**config.mk**
```make
export PLATFORM = sky130hd
export DESIGN_NAME = iod_regs
export DESIGN_NICKNAME = d
export VERILOG_FILES = /design/src/logic/iod_pkg.sv /design/src/logic/iod_regs.sv /design/src/logic/iod_startup.sv /design/src/logic/iod_sync.sv
export SDC_FILE = /design/constraint.sdc
export NUM_CORES = 1
export LEC_CHECK = 0
export ABC_AREA = 0
export BUFFER_PORTS_ARGS = -buffer_cell sky130_fd_sc_hd__clkbuf_2
export CORE_AREA = 2 2 80 101
export CTS_BUF_LIST = sky130_fd_sc_hd__clkbuf_16
export CTS_CLUSTER_DIAMETER = 30
export DETAILED_ROUTE_END_ITERATION = 12
export DIE_AREA = 0 0 82 103
export PLACE_DENSITY = 0.83
export SYNTH_ARGS = -nofsm -noshare
export SYNTH_HDL_FRONTEND = slang
export SYNTH_SLANG_ARGS = --single-unit
export TNS_END_PERCENT = 10
```
**constraint.sdc**
```tcl
create_clock -name ref_clk_in -period 2.5 [get_ports ref_clk_in]
set_input_delay 0.5 -clock ref_clk_in [delete_from_list [all_inputs] [get_ports ref_clk_in]]
set_output_delay 0.5 -clock ref_clk_in [all_outputs]
set_load 0.005 [all_outputs]
```
**src/logic/iod_pkg.sv**
```systemverilog
// Constants shared by the diagnostic and process-data register bank
package iod_pkg;

	// ----------------------------------------------------------------
	// Register numbers
	// ----------------------------------------------------------------
	localparam logic [15:0] IOD_ADDR_STATUS    = 16'h1f3c;
	localparam logic [15:0] IOD_ADDR_DIAG_FLG  = 16'h1f3d;
	localparam logic [15:0] IOD_ADDR_DIAG_LOC  = 16'h1f3e;
	localparam logic [15:0] IOD_ADDR_IN_IMAGE  = 16'h1f40;
	localparam logic [15:0] IOD_ADDR_OUT_IMAGE = 16'h2328;

	// ----------------------------------------------------------------
	// Field positions
	// ----------------------------------------------------------------
	localparam int IOD_BIT_OUT_SHORT   = 0;
	localparam int IOD_BIT_SNS_UNDER   = 2;
	localparam int IOD_BIT_SNS_SURGE   = 3;
	localparam int IOD_BIT_SNS_SHORT   = 4;
	localparam int IOD_BIT_ACT_UNDER   = 6;
	localparam int IOD_BIT_ACT_SURGE   = 7;
	localparam int IOD_BIT_ACT_SHORT   = 8;
	localparam int IOD_BIT_OVERTEMP    = 10;
	localparam int IOD_BIT_GEN_ERROR   = 0;
	localparam int IOD_NUM_CHAN        = 8;
	localparam int IOD_NUM_FAULT_PINS  = 9;

	// ----------------------------------------------------------------
	// Codes and reset values
	// ----------------------------------------------------------------
	localparam logic [15:0] IOD_LOC_NONE     = 16'h0000;
	localparam logic [15:0] IOD_LOC_GROUP_LO = 16'h0001;
	localparam logic [15:0] IOD_LOC_GROUP_HI = 16'h0002;
	localparam logic [7:0]  IOD_EXC_NONE     = 8'h00;
	localparam logic [7:0]  IOD_EXC_ADDRESS  = 8'h02;
	localparam logic [7:0]  IOD_HIGH_BYTE    = 8'h00;
	localparam logic [7:0]  IOD_OUT_RESET    = 8'h00;
	localparam logic [15:0] IOD_WORD_ZERO    = 16'h0000;

	// ----------------------------------------------------------------
	// Timing
	// ----------------------------------------------------------------
	localparam int unsigned IOD_CLK_HZ       = 10_000_000;
	localparam int unsigned IOD_CONNECT_MS   = 350;
	localparam int unsigned IOD_CYCLIC_MS    = 500;
	localparam int unsigned IOD_CONNECT_CYC  = IOD_CONNECT_MS * (IOD_CLK_HZ / 1000);
	localparam int unsigned IOD_CYCLIC_CYC   = IOD_CYCLIC_MS * (IOD_CLK_HZ / 1000);
	localparam int          IOD_TIMER_W      = 23;

	// ----------------------------------------------------------------
	// Transaction states
	// ----------------------------------------------------------------
	typedef enum logic [1:0] {
		IOD_ST_IDLE,
		IOD_ST_RESP,
		IOD_ST_TX_HI,
		IOD_ST_TX_LO
	} iod_state_e;

endpackage : iod_pkg

```
**src/logic/iod_regs.sv**
```systemverilog
// Diagnostic and process-data register bank of an 8-in/8-out I/O device
//
// Overview of operation
// - Output short or overload sets diag bit 0; group given in location word.
// - Sensor supply faults: undervoltage bit 2, surge bit 3, short bit 4.
// - Actuator supply faults: undervoltage bit 6, surge bit 7, short bit 8.
// - Device overtemperature sets diag bit 10.
// - Location word: 0 none, 1 outputs 1-4, 2 outputs 5-8.
// - Input n appears in bit n-1 of the input word low byte.
// - Bit n-1 of the output word low byte drives output n.
// - Connection requests accepted within 350 ms after power-up.
// - Cyclic process-data connection possible within 500 ms after power-up.
// - Sixteen-bit words map one-to-one and travel high byte first.
// - Single-byte process data sits in the register low byte.
// - High byte of byte-wide data reads zero; writes to it are dropped.
// - Writes to read-only registers change nothing and answer exception 02.
// - Status bit 0 is set while any diag bit is set.
`timescale 1ns/1ps
module iod_regs
	import iod_pkg::*;
#(
	parameter int unsigned CONNECT_CYC = IOD_CONNECT_CYC,
	parameter int unsigned CYCLIC_CYC  = IOD_CYCLIC_CYC
) (
	// Clock and reset
	input  wire logic        ref_clk_in,
	input  wire logic        rst_in,
	// Register requests
	input  wire logic        req_valid_in,
	input  wire logic        req_write_in,
	input  wire logic [15:0] req_addr_in,
	input  wire logic [15:0] req_wdata_in,
	output logic             req_ready_out,
	// Register answers
	output logic             resp_valid_out,
	output logic [15:0]      resp_data_out,
	output logic [7:0]       resp_exc_out,
	output logic             tx_byte_valid_out,
	output logic [7:0]       tx_byte_out,
	// Fault sensing pins
	input  wire logic        out_short_lo_in,
	input  wire logic        out_short_hi_in,
	input  wire logic        sns_under_in,
	input  wire logic        sns_surge_in,
	input  wire logic        sns_short_in,
	input  wire logic        act_under_in,
	input  wire logic        act_surge_in,
	input  wire logic        act_short_in,
	input  wire logic        overtemp_in,
	// Digital channels
	input  wire logic [7:0]  digital_input_channel_in,
	output logic [7:0]       digital_output_channel_out,
	// Readiness
	output logic             connect_ready_out,
	output logic             cyclic_ready_out
);

	// ----------------------------------------------------------------
	// Pin synchronisation
	// ----------------------------------------------------------------
	// Place of each fault pin inside the synchronised bundle
	localparam int PIN_OUT_LO    = 0;
	localparam int PIN_OUT_HI    = 1;
	localparam int PIN_SNS_UNDER = 2;
	localparam int PIN_SNS_SURGE = 3;
	localparam int PIN_SNS_SHORT = 4;
	localparam int PIN_ACT_UNDER = 5;
	localparam int PIN_ACT_SURGE = 6;
	localparam int PIN_ACT_SHORT = 7;
	localparam int PIN_OVERTEMP  = 8;

	logic [IOD_NUM_FAULT_PINS-1:0] fault_pins;
	logic [IOD_NUM_FAULT_PINS-1:0] fault_sync;
	logic [IOD_NUM_CHAN-1:0]       din_sync;

	// Levels only; a fault pulse shorter than a clock may be missed
	assign fault_pins = {
		overtemp_in,
		act_short_in,
		act_surge_in,
		act_under_in,
		sns_short_in,
		sns_surge_in,
		sns_under_in,
		out_short_hi_in,
		out_short_lo_in
	};

	iod_sync #(
		.WIDTH (IOD_NUM_FAULT_PINS)
	) u_fault_sync (
		.ref_clk_in (ref_clk_in),
		.rst_in     (rst_in),
		.pin_in     (fault_pins),
		.level_out  (fault_sync)
	);

	iod_sync #(
		.WIDTH (IOD_NUM_CHAN)
	) u_din_sync (
		.ref_clk_in (ref_clk_in),
		.rst_in     (rst_in),
		.pin_in     (digital_input_channel_in),
		.level_out  (din_sync)
	);

	// ----------------------------------------------------------------
	// Start-up readiness
	// ----------------------------------------------------------------
	logic connect_ready;
	logic cyclic_ready;

	iod_startup #(
		.CONNECT_CYC (CONNECT_CYC),
		.CYCLIC_CYC  (CYCLIC_CYC)
	) u_startup (
		.ref_clk_in        (ref_clk_in),
		.rst_in            (rst_in),
		.connect_ready_out (connect_ready),
		.cyclic_ready_out  (cyclic_ready)
	);

	assign connect_ready_out = connect_ready;
	assign cyclic_ready_out  = cyclic_ready;

	// ----------------------------------------------------------------
	// Live diagnostic words
	// ----------------------------------------------------------------
	logic [15:0] diag_fault_flags;
	logic [15:0] diag_fault_location;
	logic [15:0] status_word;
	logic [15:0] input_image_word;

	always_comb begin
		diag_fault_flags = IOD_WORD_ZERO;
		diag_fault_flags[IOD_BIT_OUT_SHORT] = fault_sync[PIN_OUT_LO] | fault_sync[PIN_OUT_HI];
		diag_fault_flags[IOD_BIT_SNS_UNDER] = fault_sync[PIN_SNS_UNDER];
		diag_fault_flags[IOD_BIT_SNS_SURGE] = fault_sync[PIN_SNS_SURGE];
		diag_fault_flags[IOD_BIT_SNS_SHORT] = fault_sync[PIN_SNS_SHORT];
		diag_fault_flags[IOD_BIT_ACT_UNDER] = fault_sync[PIN_ACT_UNDER];
		diag_fault_flags[IOD_BIT_ACT_SURGE] = fault_sync[PIN_ACT_SURGE];
		diag_fault_flags[IOD_BIT_ACT_SHORT] = fault_sync[PIN_ACT_SHORT];
		diag_fault_flags[IOD_BIT_OVERTEMP]  = fault_sync[PIN_OVERTEMP];
	end

	// ----------------------------------------------------------------
	// Fault location
	// ----------------------------------------------------------------

	// One code only; lower group wins when both groups are shorted
	always_comb begin
		if (fault_sync[PIN_OUT_LO]) begin
			diag_fault_location = IOD_LOC_GROUP_LO;
		end else if (fault_sync[PIN_OUT_HI]) begin
			diag_fault_location = IOD_LOC_GROUP_HI;
		end else begin
			diag_fault_location = IOD_LOC_NONE;
		end
	end

	// Only the general error bit; the net-fail bit is not built here
	always_comb begin
		status_word = IOD_WORD_ZERO;
		status_word[IOD_BIT_GEN_ERROR] = |diag_fault_flags;
	end

	assign input_image_word = {IOD_HIGH_BYTE, din_sync};

	// ----------------------------------------------------------------
	// Output image register
	// ----------------------------------------------------------------
	logic [7:0] out_image_q;
	logic [7:0] out_image_d;
	logic       take;

	assign take = req_valid_in & req_ready_out;

	always_comb begin
		out_image_d = out_image_q;
		if (take && req_write_in && req_addr_in == IOD_ADDR_OUT_IMAGE) begin
			out_image_d = req_wdata_in[7:0];
		end
	end

	always_ff @(posedge ref_clk_in) begin
		if (rst_in) begin
			out_image_q <= IOD_OUT_RESET;
		end else begin
			out_image_q <= out_image_d;
		end
	end

	// Outputs stay off from reset until the client writes them
	assign digital_output_channel_out = out_image_q;

	// ----------------------------------------------------------------
	// Request decode and answer sequencing
	// ----------------------------------------------------------------
	iod_state_e  state_q;
	iod_state_e  state_d;
	logic [15:0] data_q;
	logic [15:0] data_d;
	logic [7:0]  exc_q;
	logic [7:0]  exc_d;
	logic [7:0]  tx_q;
	logic [7:0]  tx_d;
	logic [15:0] read_word;
	logic        addr_hit;
	logic        wr_image;
	logic        refuse;
	logic [15:0] answer_word;
	logic [7:0]  answer_exc;

	// ----------------------------------------------------------------
	// Read multiplexer
	// ----------------------------------------------------------------

	always_comb begin
		addr_hit  = 1'b1;
		read_word = IOD_WORD_ZERO;
		case (req_addr_in)
			IOD_ADDR_STATUS:    read_word = status_word;
			IOD_ADDR_DIAG_FLG:  read_word = diag_fault_flags;
			IOD_ADDR_DIAG_LOC:  read_word = diag_fault_location;
			IOD_ADDR_IN_IMAGE:  read_word = input_image_word;
			IOD_ADDR_OUT_IMAGE: read_word = {IOD_HIGH_BYTE, out_image_q};
			default:            addr_hit  = 1'b0;
		endcase
	end

	// Refused requests answer zero data and touch no register
	always_comb begin
		wr_image    = req_write_in && (req_addr_in == IOD_ADDR_OUT_IMAGE);
		refuse      = !addr_hit || (req_write_in && !wr_image);
		answer_word = read_word;
		answer_exc  = IOD_EXC_NONE;
		if (refuse) begin
			answer_word = IOD_WORD_ZERO;
			answer_exc  = IOD_EXC_ADDRESS;
		end else if (wr_image) begin
			answer_word = {IOD_HIGH_BYTE, req_wdata_in[7:0]};
		end
	end

	// ----------------------------------------------------------------
	// Answer sequencing
	// ----------------------------------------------------------------
	// Busy for the whole answer so a second request never overlaps the bytes
	assign req_ready_out = connect_ready && (state_q == IOD_ST_IDLE);

	always_comb begin
		state_d = state_q;
		data_d  = data_q;
		exc_d   = exc_q;
		tx_d    = tx_q;
		case (state_q)
			IOD_ST_IDLE: begin
				if (take) begin
					state_d = IOD_ST_RESP;
					data_d  = answer_word;
					exc_d   = answer_exc;
				end
			end
			IOD_ST_RESP: begin
				state_d = IOD_ST_TX_HI;
				tx_d    = data_q[15:8];
			end
			IOD_ST_TX_HI: begin
				state_d = IOD_ST_TX_LO;
				tx_d    = data_q[7:0];
			end
			IOD_ST_TX_LO: begin
				state_d = IOD_ST_IDLE;
			end
			default: begin
				state_d = IOD_ST_IDLE;
			end
		endcase
	end

	always_ff @(posedge ref_clk_in) begin
		if (rst_in) begin
			state_q <= IOD_ST_IDLE;
			data_q  <= IOD_WORD_ZERO;
			exc_q   <= IOD_EXC_NONE;
			tx_q    <= IOD_HIGH_BYTE;
		end else begin
			state_q <= state_d;
			data_q  <= data_d;
			exc_q   <= exc_d;
			tx_q    <= tx_d;
		end
	end

	// ----------------------------------------------------------------
	// Answer outputs
	// ----------------------------------------------------------------

	assign resp_valid_out    = (state_q == IOD_ST_RESP);
	assign resp_data_out     = data_q;
	assign resp_exc_out      = exc_q;
	assign tx_byte_valid_out = (state_q == IOD_ST_TX_HI) || (state_q == IOD_ST_TX_LO);
	assign tx_byte_out       = tx_q;

endmodule : iod_regs

```
**src/logic/iod_startup.sv**
```systemverilog
// Start-up timer that raises the connection and cyclic readiness levels
`timescale 1ns/1ps
module iod_startup
	import iod_pkg::*;
#(
	parameter int unsigned CONNECT_CYC = IOD_CONNECT_CYC,
	parameter int unsigned CYCLIC_CYC  = IOD_CYCLIC_CYC
) (
	// Clock and reset
	input  wire logic ref_clk_in,
	input  wire logic rst_in,
	// Readiness
	output logic      connect_ready_out,
	output logic      cyclic_ready_out
);

	localparam logic [IOD_TIMER_W-1:0] CONNECT_LIM = IOD_TIMER_W'(CONNECT_CYC);
	localparam logic [IOD_TIMER_W-1:0] CYCLIC_LIM  = IOD_TIMER_W'(CYCLIC_CYC);

	logic [IOD_TIMER_W-1:0] count_q;
	logic [IOD_TIMER_W-1:0] count_d;
	logic                   connect_q;
	logic                   connect_d;
	logic                   cyclic_q;
	logic                   cyclic_d;

	// ----------------------------------------------------------------
	// Counter saturates once both levels are up
	// ----------------------------------------------------------------
	always_comb begin
		count_d   = count_q;
		connect_d = connect_q;
		cyclic_d  = cyclic_q;
		if (!cyclic_q) begin
			count_d = count_q + IOD_TIMER_W'(1);
		end
		if (count_q >= CONNECT_LIM - IOD_TIMER_W'(1)) begin
			connect_d = 1'b1;
		end
		if (count_q >= CYCLIC_LIM - IOD_TIMER_W'(1)) begin
			cyclic_d = 1'b1;
		end
	end

	always_ff @(posedge ref_clk_in) begin
		if (rst_in) begin
			count_q   <= '0;
			connect_q <= 1'b0;
			cyclic_q  <= 1'b0;
		end else begin
			count_q   <= count_d;
			connect_q <= connect_d;
			cyclic_q  <= cyclic_d;
		end
	end

	assign connect_ready_out = connect_q;
	assign cyclic_ready_out  = cyclic_q;

endmodule : iod_startup

```
**src/logic/iod_sync.sv**
```systemverilog
// Two-stage synchroniser for a bundle of pin inputs
`timescale 1ns/1ps
module iod_sync #(
	parameter int WIDTH = 8
) (
	// Clock and reset
	input  wire logic             ref_clk_in,
	input  wire logic             rst_in,
	// Pins and synchronised levels
	input  wire logic [WIDTH-1:0] pin_in,
	output logic      [WIDTH-1:0] level_out
);

	logic [WIDTH-1:0] meta_q;
	logic [WIDTH-1:0] meta_d;
	logic [WIDTH-1:0] sync_q;
	logic [WIDTH-1:0] sync_d;

	// ----------------------------------------------------------------
	// Per-bit stages
	// ----------------------------------------------------------------
	genvar gi;
	generate
		for (gi = 0; gi < WIDTH; gi++) begin : g_bit
			always_comb begin
				meta_d[gi] = pin_in[gi];
				sync_d[gi] = meta_q[gi];
			end
		end
	endgenerate

	always_ff @(posedge ref_clk_in) begin
		if (rst_in) begin
			meta_q <= '0;
			sync_q <= '0;
		end else begin
			meta_q <= meta_d;
			sync_q <= sync_d;
		end
	end

	assign level_out = sync_q;

endmodule : iod_sync

```
---- After elaboration in Yosys (flattened, before gate mapping) ----
Index checks and enable logic that the tools add are counted.
storage, ports and cells
  output and inout bits ................... 45
  bits of input ports ..................... 53
  word-level logic and storage cells ...... 50
  register bits ........................... 101
cells by class
  bitwise logic cells ..................... 2
  add/subtract/negate cells ............... 1
  reductions and logical operators ........ 14
  mux-type cells .......................... 10
  equal/unequal tests ..................... 9
  order comparisons ....................... 2
operators by type and width
  operator                                                              count
  case mux 16 bit (5 select lines)                                      1
  equality test 16 x 13 -> 1 bit (second input constant)                4
  two-way mux 16 bit                                                    2
  adder 23 x 1 -> 23 bit (second input constant)                        1
  greater-or-equal comparator 23 x 22 -> 1 bit (second input constant)  1
  greater-or-equal comparator 23 bit (second input constant)            1
  equality test 16 x 14 -> 1 bit (second input constant)                1
  case mux 8 bit (2 select lines)                                       1
  two-way mux 2 bit                                                     4
  case mux 2 bit (4 select lines)                                       1
  OR reduction 8 bit                                                    1
  logical AND 1 bit                                                     5
  OR reduction 5 bit                                                    1
  equality test 2 bit (second input constant)                           2
  equality test 2 x 1 -> 1 bit (second input constant)                  1
  logical NOT 1 bit                                                     2
  logical NOT 2 bit                                                     1
  logical OR 1 bit                                                      2
  != test 2 bit (second input constant)                                 1
  AND reduction 2 bit                                                   1
  nonzero test 2 bit                                                    1
  AND 1 bit                                                             1
  two-way mux 1 bit                                                     1
  bitwise OR 1 bit                                                      1

---- Depth between registers and ports, before layout ----
Gate-level depths: netlist of the first run.
  depth in word-level cells ............... 6
  mapped depth ............................ 8
  mapped depth without buffers ............ 7

---- Hierarchy ----
A second synthesis of the first run with hierarchy kept.
second synthesis, totals
  cell total of the unflattened synthesis .. 425
  area total of the unflattened synthesis .. 3948.8 um2
by module, submodules not included
  module                   instances  area each (um2)  seq. area each (um2)  cells each
  iod_regs                 1          1657.8           580.6                 194
  iod_startup              1          1337.5           500.5                 161
  iod_sync (u_fault_sync)  1          489.2            360.3                 37
  iod_sync (u_din_sync)    1          464.2            320.3                 33

---- Worst setup path after synthesis of the first run ----
Ideal clock, no wire load.
  path kind ............................... input to register
  start ................................... in req_addr_in[10]
  end ..................................... reg data_q[0] (netlist: resp_data_out[0])
  data required time ...................... 2414 ps
  setup time .............................. 86 ps
  cell stages on the path ................. 5
  slack ................................... 518 ps
  buffers on the path ..................... 0
  arrival ................................. 1896 ps
  cells stage by stage .................... or4b_4 -> or4_4 -> o21ai_1 -> a211oi_1 -> a211oi_1
on the way
  longest elaborated chain between the ends .. 6
  elaborated cells between the ends (all ways) .. 15
  classes of those cells .................. 5 x eq/ne; 4 x mux; 6 x reduce/logical
RTL lines
  item                                                                              line                              source
  start: declaration                                                                iod_regs.sv:31                    input wire logic [15:0] req_addr_in,
  equality test 16 x 14 -> 1 bit or equality test 16 x 13 -> 1 bit (tied branches)  iod_regs.sv:221, iod_regs.sv:233
  OR reduction 5 bit (no line) or logical AND 1 bit (tied branches)                 n/a
  two-way mux 1 bit or logical NOT 1 bit (tied branches)                            iod_regs.sv:221, iod_regs.sv:234
  logical NOT 1 bit or logical AND 1 bit (tied branches)                            iod_regs.sv:234                   refuse = !addr_hit || (req_write_in && !wr_image);
  logical OR 1 bit                                                                  iod_regs.sv:234
  two-way mux 16 bit *                                                              iod_regs.sv:237                   if (refuse) begin
  end signal: assignment                                                            iod_regs.sv:289                   data_q <= data_d;
  end: declaration                                                                  iod_regs.sv:201                   logic [15:0] data_q;
Every way passes the cells marked *; elsewhere a longest branch is shown, timed or not.
A chain may end at the register's enable or synchronous reset.

---- Worst setup path in the final report of the first run ----
  start ................................... reg state_q[0]
  end ..................................... out tx_byte_valid_out
on the way
  longest elaborated chain between the ends .. 2
  elaborated cells between the ends (all ways) .. 3
  classes of those cells .................. 2 x eq/ne; 1 x reduce/logical
RTL lines
  item                      line             source
  start: declaration        iod_regs.sv:199  iod_state_e state_q;
  start signal: assignment  iod_regs.sv:288  state_q <= state_d;
  equality test 2 bit       iod_regs.sv:302  assign tx_byte_valid_out = (state_q == IOD_ST_TX_HI) || (state_q == IOD_ST_TX_LO);
  logical OR 1 bit *        iod_regs.sv:302
  end: declaration          iod_regs.sv:38   output logic tx_byte_valid_out,
Marked as above.

==> impl_metrics.json, run 1 <==
{
  "status": "finished, final reports clean",
  "synth_top_area_share": 0.469,
  "power.total_mw": 3.13,
  "preCtsSetupSlack_ps": 260,
  "ir_worst_vdd_mv": 0.572,
  "area_growth_pct": 19.3,
  "hp-class": "in -> reg",
  "crit_chain": "inv_1 -> ha_1 -> or2_2 -> clkbuf_2",
  "sw_frac_of_total": 0.241,
  "fin_setup_tns_ps": 0,
  "crit_path_max_incr_delay_ps": 400,
  "final_cell_mix": "88 x dfxtp_1, 76 x clkbuf_2, 35 x nor2b_1",
  "finalNetCount": 542,
  "grt_max_degree": 30,
  "slew_violations": 0,
  "grt_pass1_vias": 2856,
  "synth_warnings": 0,
  "syn-cell-area_um2": 3750,
  "ant_nets": 0,
  "dr.pass1.iters": 4,
  "fin_ws_ps": 376,
  "final_common_cell": "dfxtp_1",
  "syn_avg_cell_area_um2": 9.18,
  "reg2reg_setup_slack_ps": 580,
  "ys_ff_latch": 88,
  "gr-total-overflow": 0,
  "worstSetupEndpointType": "output pin",
  "initial_utilization": 0.496,
  "min_period_over_period": 0.850,
  "antennaDiodeCount": 0,
  "die_h_um": 103,
  "dp_hpwl_um": 5710,
  "port_buffers": 76,
  "hold_buffers": 0,
  "hold_end": "u_din_sync.meta_q[0]",
  "root_buffer": "clkbuf_16",
  "cts_resized": 0,
  "yosysSeqAreaShare": 0.469,
  "ff2ff_path_depth": 5,
  "cp_data_required_time_ps": 2000,
  "rows": 36,
  "yosysUniqueCellTypes": 53,
  "cts.sinks": 88,
  "reg2reg_from": "u_startup.count_q[2]",
  "crit_family": "flip-flops",
  "cts_tree": "yes",
  "worstReg2RegEnd": "u_startup.count_q[19]",
  "drt_wl_total_um": 7720,
  "clk_latency_ps": 340,
  "power_switching_mw": 0.753,
  "syn_inst": 409,
  "num_io_pins": 98,
  "p_int_mw": 2.37,
  "drive_gt1_frac": 0.217,
  "critPathBufInv": 2,
  "synth_edf_count": 0,
  "grt_usage": 0.196,
  "fin_crit_ps": 2120,
  "power_density_nw_per_um2": 698,
  "fmax_mhz": 471,
  "pwr-share-clk": 0.438,
  "dieArea_um2": 8450,
  "routedWlPerCell_um": 13.2,
  "vias": 3127,
  "core_um2": 7570,
  "path_max_fanout": 10,
  "p_seq_frac": 0.476,
  "worstMarginPinSlew_ps": 536,
  "synth_top_cell_by_area": "dfxtp_1",
  "clkTransAtPathRegs_ps": 70,
  "combPwrFrac": 0.087,
  "start_kind": "register",
  "die_w_um": 82,
  "drt_iter0_markers": 220,
  "async_flop_share": 0,
  "setup_viol": 0,
  "place_congestion": 0.834,
  "worst-setup-path-type": "reg -> out",
  "power.leakage_nw": 1.77,
  "grt_pass1_wl_um": 12800,
  "slowest_stage": "dfxtp_1",
  "crit_arrival_ps": 1620,
  "synthTopCellsByArea": "dfxtp_1 47%, nor2b_1 5.8%, a21oi_1 3.7%",
  "rsz0062_at_grt": "false",
  "drc": 0,
  "postCtsSetupBuffers": 0,
  "htreeDepth": 3,
  "grt_antenna_before_repair": 0,
  "hold_start": "digital_input_channel_in[0]",
  "whs_path_depth": 2,
  "final_hold_viol_count": 0,
  "synthFlopType": "dfxtp_1",
  "cts.path.max_buffers": 2,
  "vias_per_cell": 5.36,
  "max-slew-margin-rel": 0.639,
  "fillers": 661,
  "numCtsBuffers": 9,
  "finClkSkew_ps": 7.06,
  "maxCapViolCount": 0
}
-- sequential cells by signal, summed over array words and instances, names as in the netlist --
register                     flops
u_startup.cyclic_ready_out       1
u_din_sync.level_out             8
digital_output_channel_out       8
state_q                          2
u_fault_sync.level_out           9
u_fault_sync.meta_q              9
u_din_sync.meta_q                8
u_startup.count_q               23
tx_byte_out                      8
u_startup.connect_ready_out      1
resp_exc_out                     1
resp_data_out                   10
-- final cells by class --
class                           instances  area [um^2]  area share
Clock inverter                          7         83.8      0.0187
Sequential cell                        88         1760       0.393
Clock buffer                            9          225      0.0503
Inverter                                5         18.8     0.00419
Tap cell                               95          119      0.0265
Timing Repair Buffer                   81          418      0.0933
Multi-Input combinational cell        298         1850       0.414
-- cell families after synthesis --
logic type	Yosys count	synth area share
and+or+nand+nor	182	0.280
DFF	88	0.469
AOI/OAI and AO/OA	73	0.123
buffers and inverters	35	0.0490
xor gates and xnor gates	19	0.0443
adders and majority gates	6	0.0200
muxes	5	0.0133
other	1	0.000999
-- layer usage --
metal	routed length [um]	track usage
met1	3210	0.233
met2	3980	0.334
met3	404	0.0438
met4	126	0.0923
met5	0	0
-- synth_stat cells (8+ instances only) --
library cell / instances
nand2b_1: 8
xor2_1: 9
buf_4: 14
nand3_1: 27
clkbuf_1: 15
nor2_1: 29
dfxtp_1: 88
nor2b_1: 35
a21oi_1: 28
nor4_1: 11
o21ai_1: 10
nand2_1: 25
xnor2_1: 10
-- how the worst max path moves through the flow --
stage | slack (ps) | to | depth (start not counted) | from
2_1_floorplan | 520 | resp_data_out[0] | 5 | req_addr_in[10]
3_3_place_gp | 260 | resp_data_out[1] | 6 | req_addr_in[10]
3_5_place_dp | 260 | resp_data_out[1] | 6 | req_addr_in[10]
4_1_cts | 380 | tx_byte_valid_out | 4 | state_q[0]
5_1_grt | 310 | tx_byte_valid_out | 4 | state_q[0]
6_report | 380 | tx_byte_valid_out | 4 | state_q[0]
-- power by group through the flow --
stage | Sequential [mW] | Combinational, mW | Clock (mW)
4_1_cts | 1.49 | 0.272 | 1.39
3_3_place_gp | 1.51 | 0.257 | 0
5_1_grt | 1.49 | 0.310 | 1.45
3_5_place_dp | 1.52 | 0.269 | 0
6_report | 1.49 | 0.271 | 1.37
2_1_floorplan | 1.51 | 0.187 | 0
-- through the flow --
| step | cells | hold slack (ps) | cell area (um^2) | util |
|---|---|---|---|---|
| global placement | 567 | 419 | 4170 | 0.551 |
| detailed placement | 567 | 420 | 4170 | 0.551 |
| CTS | 583 | 358 | 4480 | 0.592 |
| floorplan | 421 | 414 | 3800 | - |
| global route | 583 | 358 | 4480 | 0.592 |
| finish | 583 | 362 | 4480 | 0.592 |
-- worst reg2reg max path: cells and delay by family, from the launching register on --
| kind | cells | cell delay (ps) |
|---|---|---|
| flip-flops | 1 | 450 |
| AND/OR/NAND/NOR | 4 | 1180 |
| XOR/XNOR | 1 | 170 |
Note: power is estimated with default switching activity, not from simulation.
==> run 2, diff against run 1 <==
- ABC_AREA: 0 -> 1
- CORE_AREA: 2 2 80 101 -> 2 2 88 111
- DIE_AREA: 0 0 82 103 -> 0 0 90 113
- PLACE_DENSITY: 0.83 -> 0.82
- clock period: 2.5 -> 1.74 ns (I/O delays scaled with it)
==> run 2 against run 1 <==
- sequential share of layout area shrank 6.2 points
- cell count grew 48%
- total power grew 38%
- die area grew 20%
- worst hold slack lost 170 ps
- clock-buffer cell count is the same
- sequential cell count is the same
- register-to-register slack lost 510 ps
- critical endpoint unchanged
- combinational power shrank 18%
- synthesized cell count grew 56%
- worst setup slack lost 350 ps
==> impl_metrics.json, run 2 <==
{
  "status": "finished, final reports clean",
  "die_w_um": 90,
  "fin_crit_ps": 1710,
  "routedWlPerCell_um": 12.2,
  "numCtsBuffers": 9,
  "drc": 0,
  "ant_nets": 0,
  "grt_pass1_wl_um": 17500,
  "pwr-share-clk": 0.466,
  "core_um2": 9080,
  "hold_buffers": 0,
  "worst-setup-path-type": "reg -> out",
  "htreeDepth": 3,
  "ir_worst_vdd_mv": 0.571,
  "p_int_mw": 3.29,
  "grt_pass1_vias": 4029,
  "grt_usage": 0.210,
  "fmax_mhz": 583,
  "p_seq_frac": 0.482,
  "place_congestion": 0.898,
  "root_buffer": "clkbuf_16",
  "regMostFlops": "u_startup.count_q",
  "cp_data_required_time_ps": 1390,
  "synth_edf_count": 0,
  "final_common_cell": "nand2_1",
  "power_switching_mw": 1.02,
  "rsz0062_at_grt": "true",
  "hp-class": "in -> reg",
  "final_cell_mix": "112 x nand2_1, 104 x nor2_1, 99 x inv_1",
  "setup_viol": 0,
  "dieArea_um2": 10200,
  "drt_iter0_markers": 256,
  "async_flop_share": 0,
  "gr-total-overflow": 0,
  "dr.pass1.iters": 5,
  "cts_tree": "yes",
  "grt_max_degree": 26,
  "synth_top_area_share": 0.403,
  "dp_hpwl_um": 7790,
  "port_buffers": 76,
  "fin_setup_tns_ps": 0,
  "start_kind": "register",
  "power_density_nw_per_um2": 805,
  "power.total_mw": 4.31,
  "drive_gt1_frac": 0.208,
  "synth.most_common_cell": "nand2_1",
  "finClkSkew_ps": 6.93,
  "synth_warnings": 0,
  "syn-cell-area_um2": 4370,
  "yosysUniqueCellTypes": 36,
  "maxCapViolCount": 0,
  "antennaDiodeCount": 0,
  "largest_reg_flops": 23,
  "syn_inst": 640,
  "path_max_fanout": 2,
  "area_growth_pct": 22.5,
  "slew_violations": 0,
  "combPwrFrac": 0.052,
  "clkTransAtPathRegs_ps": 70,
  "syn_avg_cell_area_um2": 6.83,
  "grt_antenna_before_repair": 0,
  "yosysSeqAreaShare": 0.403,
  "clk_latency_ps": 340,
  "whs_path_depth": 3,
  "num_io_pins": 98,
  "synthFlopType": "dfxtp_1",
  "die_h_um": 113,
  "synthTopCellsByArea": "dfxtp_1 40%, nand2_1 9.8%, nor2_1 9.0%",
  "final_hold_viol_count": 0,
  "ys_ff_latch": 88,
  "power.leakage_nw": 2.52,
  "rows": 39,
  "synth_top_cell_by_area": "dfxtp_1",
  "worstSetupEndpointType": "output pin",
  "drt_wl_total_um": 10500,
  "synth_top_cells_by_count": "114 x nand2_1, 105 x nor2_1, 99 x inv_1",
  "crit_arrival_ps": 1370,
  "vias": 4360,
  "cts.sinks": 88,
  "sw_frac_of_total": 0.237,
  "finalNetCount": 791,
  "min_period_over_period": 0.985,
  "cts.path.max_buffers": 2,
  "initial_utilization": 0.482,
  "fin_cells": 860,
  "vias_per_cell": 5.07,
  "dp.cells": 835,
  "ff2ff_path_depth": 10
}
[run 2: cell types whose count changed after synthesis, moves of 6 or more]
cell / change
nand4_1: +6
nand3_1: +24
nor3_1: +24
nor2_2: +7
nor2_1: +76
nor2b_1: -35
nand2_1: +89
nand2b_1: -8
o21ai_0: +20
inv_1: +94
o21ai_1: -9
a22oi_1: -6
xnor2_1: -10
[run 2: through the flow]
stage	hold slack [ps]	setup slack (ps)	utilization	instance area [um^2]
4_1_cts	187	0.863	0.576	5220
2_1_floorplan	388	99.9	-	4420
5_1_grt	201	-21.1	0.590	5350
6_report	191	25.7	0.590	5350
3_3_place_gp	395	46.3	0.540	4900
3_5_place_dp	399	-15.1	0.540	4900
[run 2: critical path, cell delays in order (launching register included)]
cell and delay (ps):
dfxtp_2 320, buf_4 130, ha_1 180, or2_2 280, clkbuf_2 120
[run 2: worst paths after layout]
kind / startpoint / to / slack [ps]
worst max-delay path: state_q[0] / tx_byte_valid_out / 30
worst min-delay path: out_short_lo_in / u_fault_sync.meta_q[0] / 190
worst max register to register: u_startup.count_q[1] / u_startup.count_q[20] / 70
worst min register to register: u_fault_sync.meta_q[2] / u_fault_sync.level_out[2] / 400
[run 2: repair_timing]
| item | CTS | global route |
|---|---|---|
| resized for setup | 2 | 18 |
| setup buffers | 1 | 8 |
| pin swaps | 0 | 10 |
| endpoints found under the setup margin | 1 | 23 |
| hold endpoints to repair | 0 | 0 |
[run 2: metal layers]
metal	share of wire	track usage	vias up
li1	-	-	2179
met1	0.40	0.227	2006
met2	0.51	0.386	138
met3	0.046	0.0346	37
met4	0.039	0.117	0
met5	0	0	-
[run 2: cell type report]
| cell class | count | area, um^2 |
|---|---|---|
| inverter | 101 | 382 |
| fill | 842 | 3720 |
| clock buffer | 9 | 225 |
| tap | 123 | 154 |
| clock inverter | 7 | 86.3 |
| multi-input combinational | 433 | 2170 |
| timing repair buffer | 99 | 566 |
| sequential | 88 | 1770 |
[run 2: power groups by stage]
stage / registers (mW) / clock network [mW] / logic [mW]
floorplan: 2.12 / 0 / 0.142
global placement: 2.12 / 0 / 0.204
detailed placement: 2.12 / 0 / 0.213
CTS: 2.08 / 2.04 / 0.215
global route: 2.08 / 2.13 / 0.255
finish: 2.08 / 2.01 / 0.222
[run 2: kinds of logic after synthesis]
group,share of synthesized area
XOR/XNOR,0.0120
flip-flops,0.403
buffers and inverters,0.126
AND/OR/NAND/NOR,0.356
adder cells (fa/ha/maj),0.0172
AO/OA/AOI/OAI,0.0853
other,0.000858
==> run 3, diff against run 2 <==
- CORE_AREA: 2 2 88 111 -> 2 2 98 100
- DIE_AREA: 0 0 90 113 -> 0 0 100 102
==> run 3 against run 2 <==
- the run now ends with negative setup slack left
- maximum frequency shrank 1.6%
- routed wire length shrank 1.5%
- non-clock buffer count grew 2
- critical path depth grew 6
- clock-buffer cell count is the same
- clock skew grew 0.95 ps
- cell count shrank 1.2%
- sequential share of layout area shrank 0.16 points
- sequential power is essentially flat
- via count shrank 1.4%
- design area grew 0.35%
- largest cell class unchanged
- largest power group unchanged
- highest routed layer unchanged
==> impl_metrics.json, run 3 (synthesized netlist as in run 2, its figures left out) <==
{
  "fin_crit_ps": 1740,
  "reg2reg_setup_slack_ps": -2,
  "grt_usage": 0.201,
  "drc": 0,
  "path_max_fanout": 4,
  "largest_reg_flops": 23,
  "ir_worst_vdd_mv": 0.501,
  "final_common_cell": "nand2_1",
  "numCtsBuffers": 9,
  "drive_gt1_frac": 0.211,
  "gr-total-overflow": 0,
  "seq_area_um2": 1770,
  "crit_arrival_ps": 1960,
  "rsz0062_at_grt": "true",
  "maxCapViolCount": 0,
  "min_period_over_period": 1.00,
  "ant_nets": 0,
  "slowest_stage": "dfxtp_4",
  "multiInputGateArea_um2": 2180,
  "vias": 4301,
  "postLayoutCellArea_um2": 5370,
  "crit_path_max_incr_delay_ps": 360,
  "startpoint": "u_startup.count_q[0]",
  "clk_latency_ps": 330,
  "core_um2": 9110,
  "preCtsSetupSlack_ps": 1.60,
  "status": "finished with violations",
  "reg2reg_from": "u_startup.count_q[0]",
  "fin_util": 0.590,
  "power_density_nw_per_um2": 788,
  "hold_start": "digital_input_channel_in[5]",
  "cts.sinks": 88,
  "dieArea_um2": 10200,
  "routedWlPerCell_um": 12.1,
  "die_h_um": 102,
  "place_congestion": 0.887,
  "fmax_mhz": 574,
  "crit_chain": "buf_6 -> nand3_4 -> nor2_4 -> nand2_2 -> nor3_4 -> nand2_2 -> nor2_4 -> nand2_1 -> xor2_1 -> nor2_1",
  "root_buffer": "clkbuf_16",
  "grt_pass1_wl_um": 16800,
  "failed_checks": "negative setup slack",
  "drt_wl_total_um": 10300,
  "final_hold_viol_count": 0,
  "fin_ws_ps": -1.60,
  "clkTransAtPathRegs_ps": 60,
  "grt_antenna_before_repair": 0,
  "grt_pass1_vias": 3881,
  "finalNetCount": 793,
  "dr.pass1.iters": 7,
  "vias_per_cell": 5.06,
  "critPathBufInv": 1,
  "finClkSkew_ps": 7.88,
  "regMostFlops": "u_startup.count_q",
  "initial_utilization": 0.480,
  "dp_hpwl_um": 7530,
  "dpl-instance-area_um2": 4940,
  "hp-class": "in -> reg",
  "start_kind": "register",
  "port_buffers": 76,
  "power.total_mw": 4.24,
  "worst-setup-path-type": "reg -> reg",
  "slew_violations": 0,
  "crit_family": "simple AND/OR/NAND/NOR gates",
  "antennaDiodeCount": 0,
  "die_w_um": 100,
  "htreeDepth": 3,
  "rows": 35,
  "worstSetupEndpointType": "register",
  "cts.path.max_buffers": 2,
  "cts_tree": "yes",
  "num_io_pins": 98,
  "setup_viol": 1,
  "power.leakage_nw": 2.53,
  "cp_data_required_time_ps": 1960,
  "final_cell_mix": "113 x nand2_1, 102 x nor2_1, 98 x inv_1",
  "grt_max_degree": 64,
  "fillers": 846,
  "area_growth_pct": 22.9,
  "drt_iter0_markers": 192
}
## run 3: cell count changes in the layout (fill, tap and decap cells not counted), sizes merged
| cell | change |
|---|---|
| buf | +2 |
| clkinv | +2 |
| inv | -2 |
## run 3: metal layers
layer | up-vias | part of all wire | track usage
met5 | - | 0 | 0
met4 | 0 | 0.013 | 0.0790
met3 | 16 | 0.066 | 0.0315
met2 | 176 | 0.47 | 0.350
met1 | 1926 | 0.45 | 0.251
li1 | 2183 | - | -
## run 3: power by group
part | total (mW) | leakage [nW] | internal [mW] | switching (mW)
Clock | 1.94 | 0.146 | 1.12 | 0.812
Sequential | 2.08 | 0.719 | 2.06 | 0.0217
Combinational | 0.221 | 1.67 | 0.0882 | 0.132
## run 3: cell type report
type	instances	share of cell area
Clock buffer	9	0.0419
Clock inverter	7	0.0144
Tap cell	111	0.0258
Inverter	101	0.0710
Multi-Input combinational cell	433	0.405
Sequential cell	88	0.330
Timing Repair Buffer	101	0.112
## run 3: worst register-to-register path, cell delays in order (launching register included)
cell,delay (ps)
dfxtp_4,360
buf_6,110
nand3_4,70
nor2_4,130
nand2_2,80
nor3_4,310
nand2_2,140
nor2_4,170
nand2_1,80
xor2_1,130
nor2_1,50
## run 3: final timing paths
kind	to	cells past startpoint
max	u_startup.count_q[17]	10
min	u_din_sync.meta_q[5]	3
max reg2reg	u_startup.count_q[17]	10
min reg2reg	u_din_sync.level_out[5]	2
## run 3: repair_timing
| action | 4_1_cts | 5_1_grt |
|---|---|---|
| endpoints found under the setup margin | 2 | 20 |
| endpoints found under the hold margin | 0 | 0 |
| pin swaps | 0 | 9 |
| gates resized for setup | 6 | 18 |
| hold buffers | 0 | 0 |
| buffers inserted | 1 | 5 |
## run 3: stage by stage
stage,hold WS [ps],instances,setup TNS [ps]
after floorplan,388,652,0
after global placement,392,828,0
after detailed placement,396,828,0
after CTS,201,845,0
after global routing,207,850,-251
final,206,850,-1.60
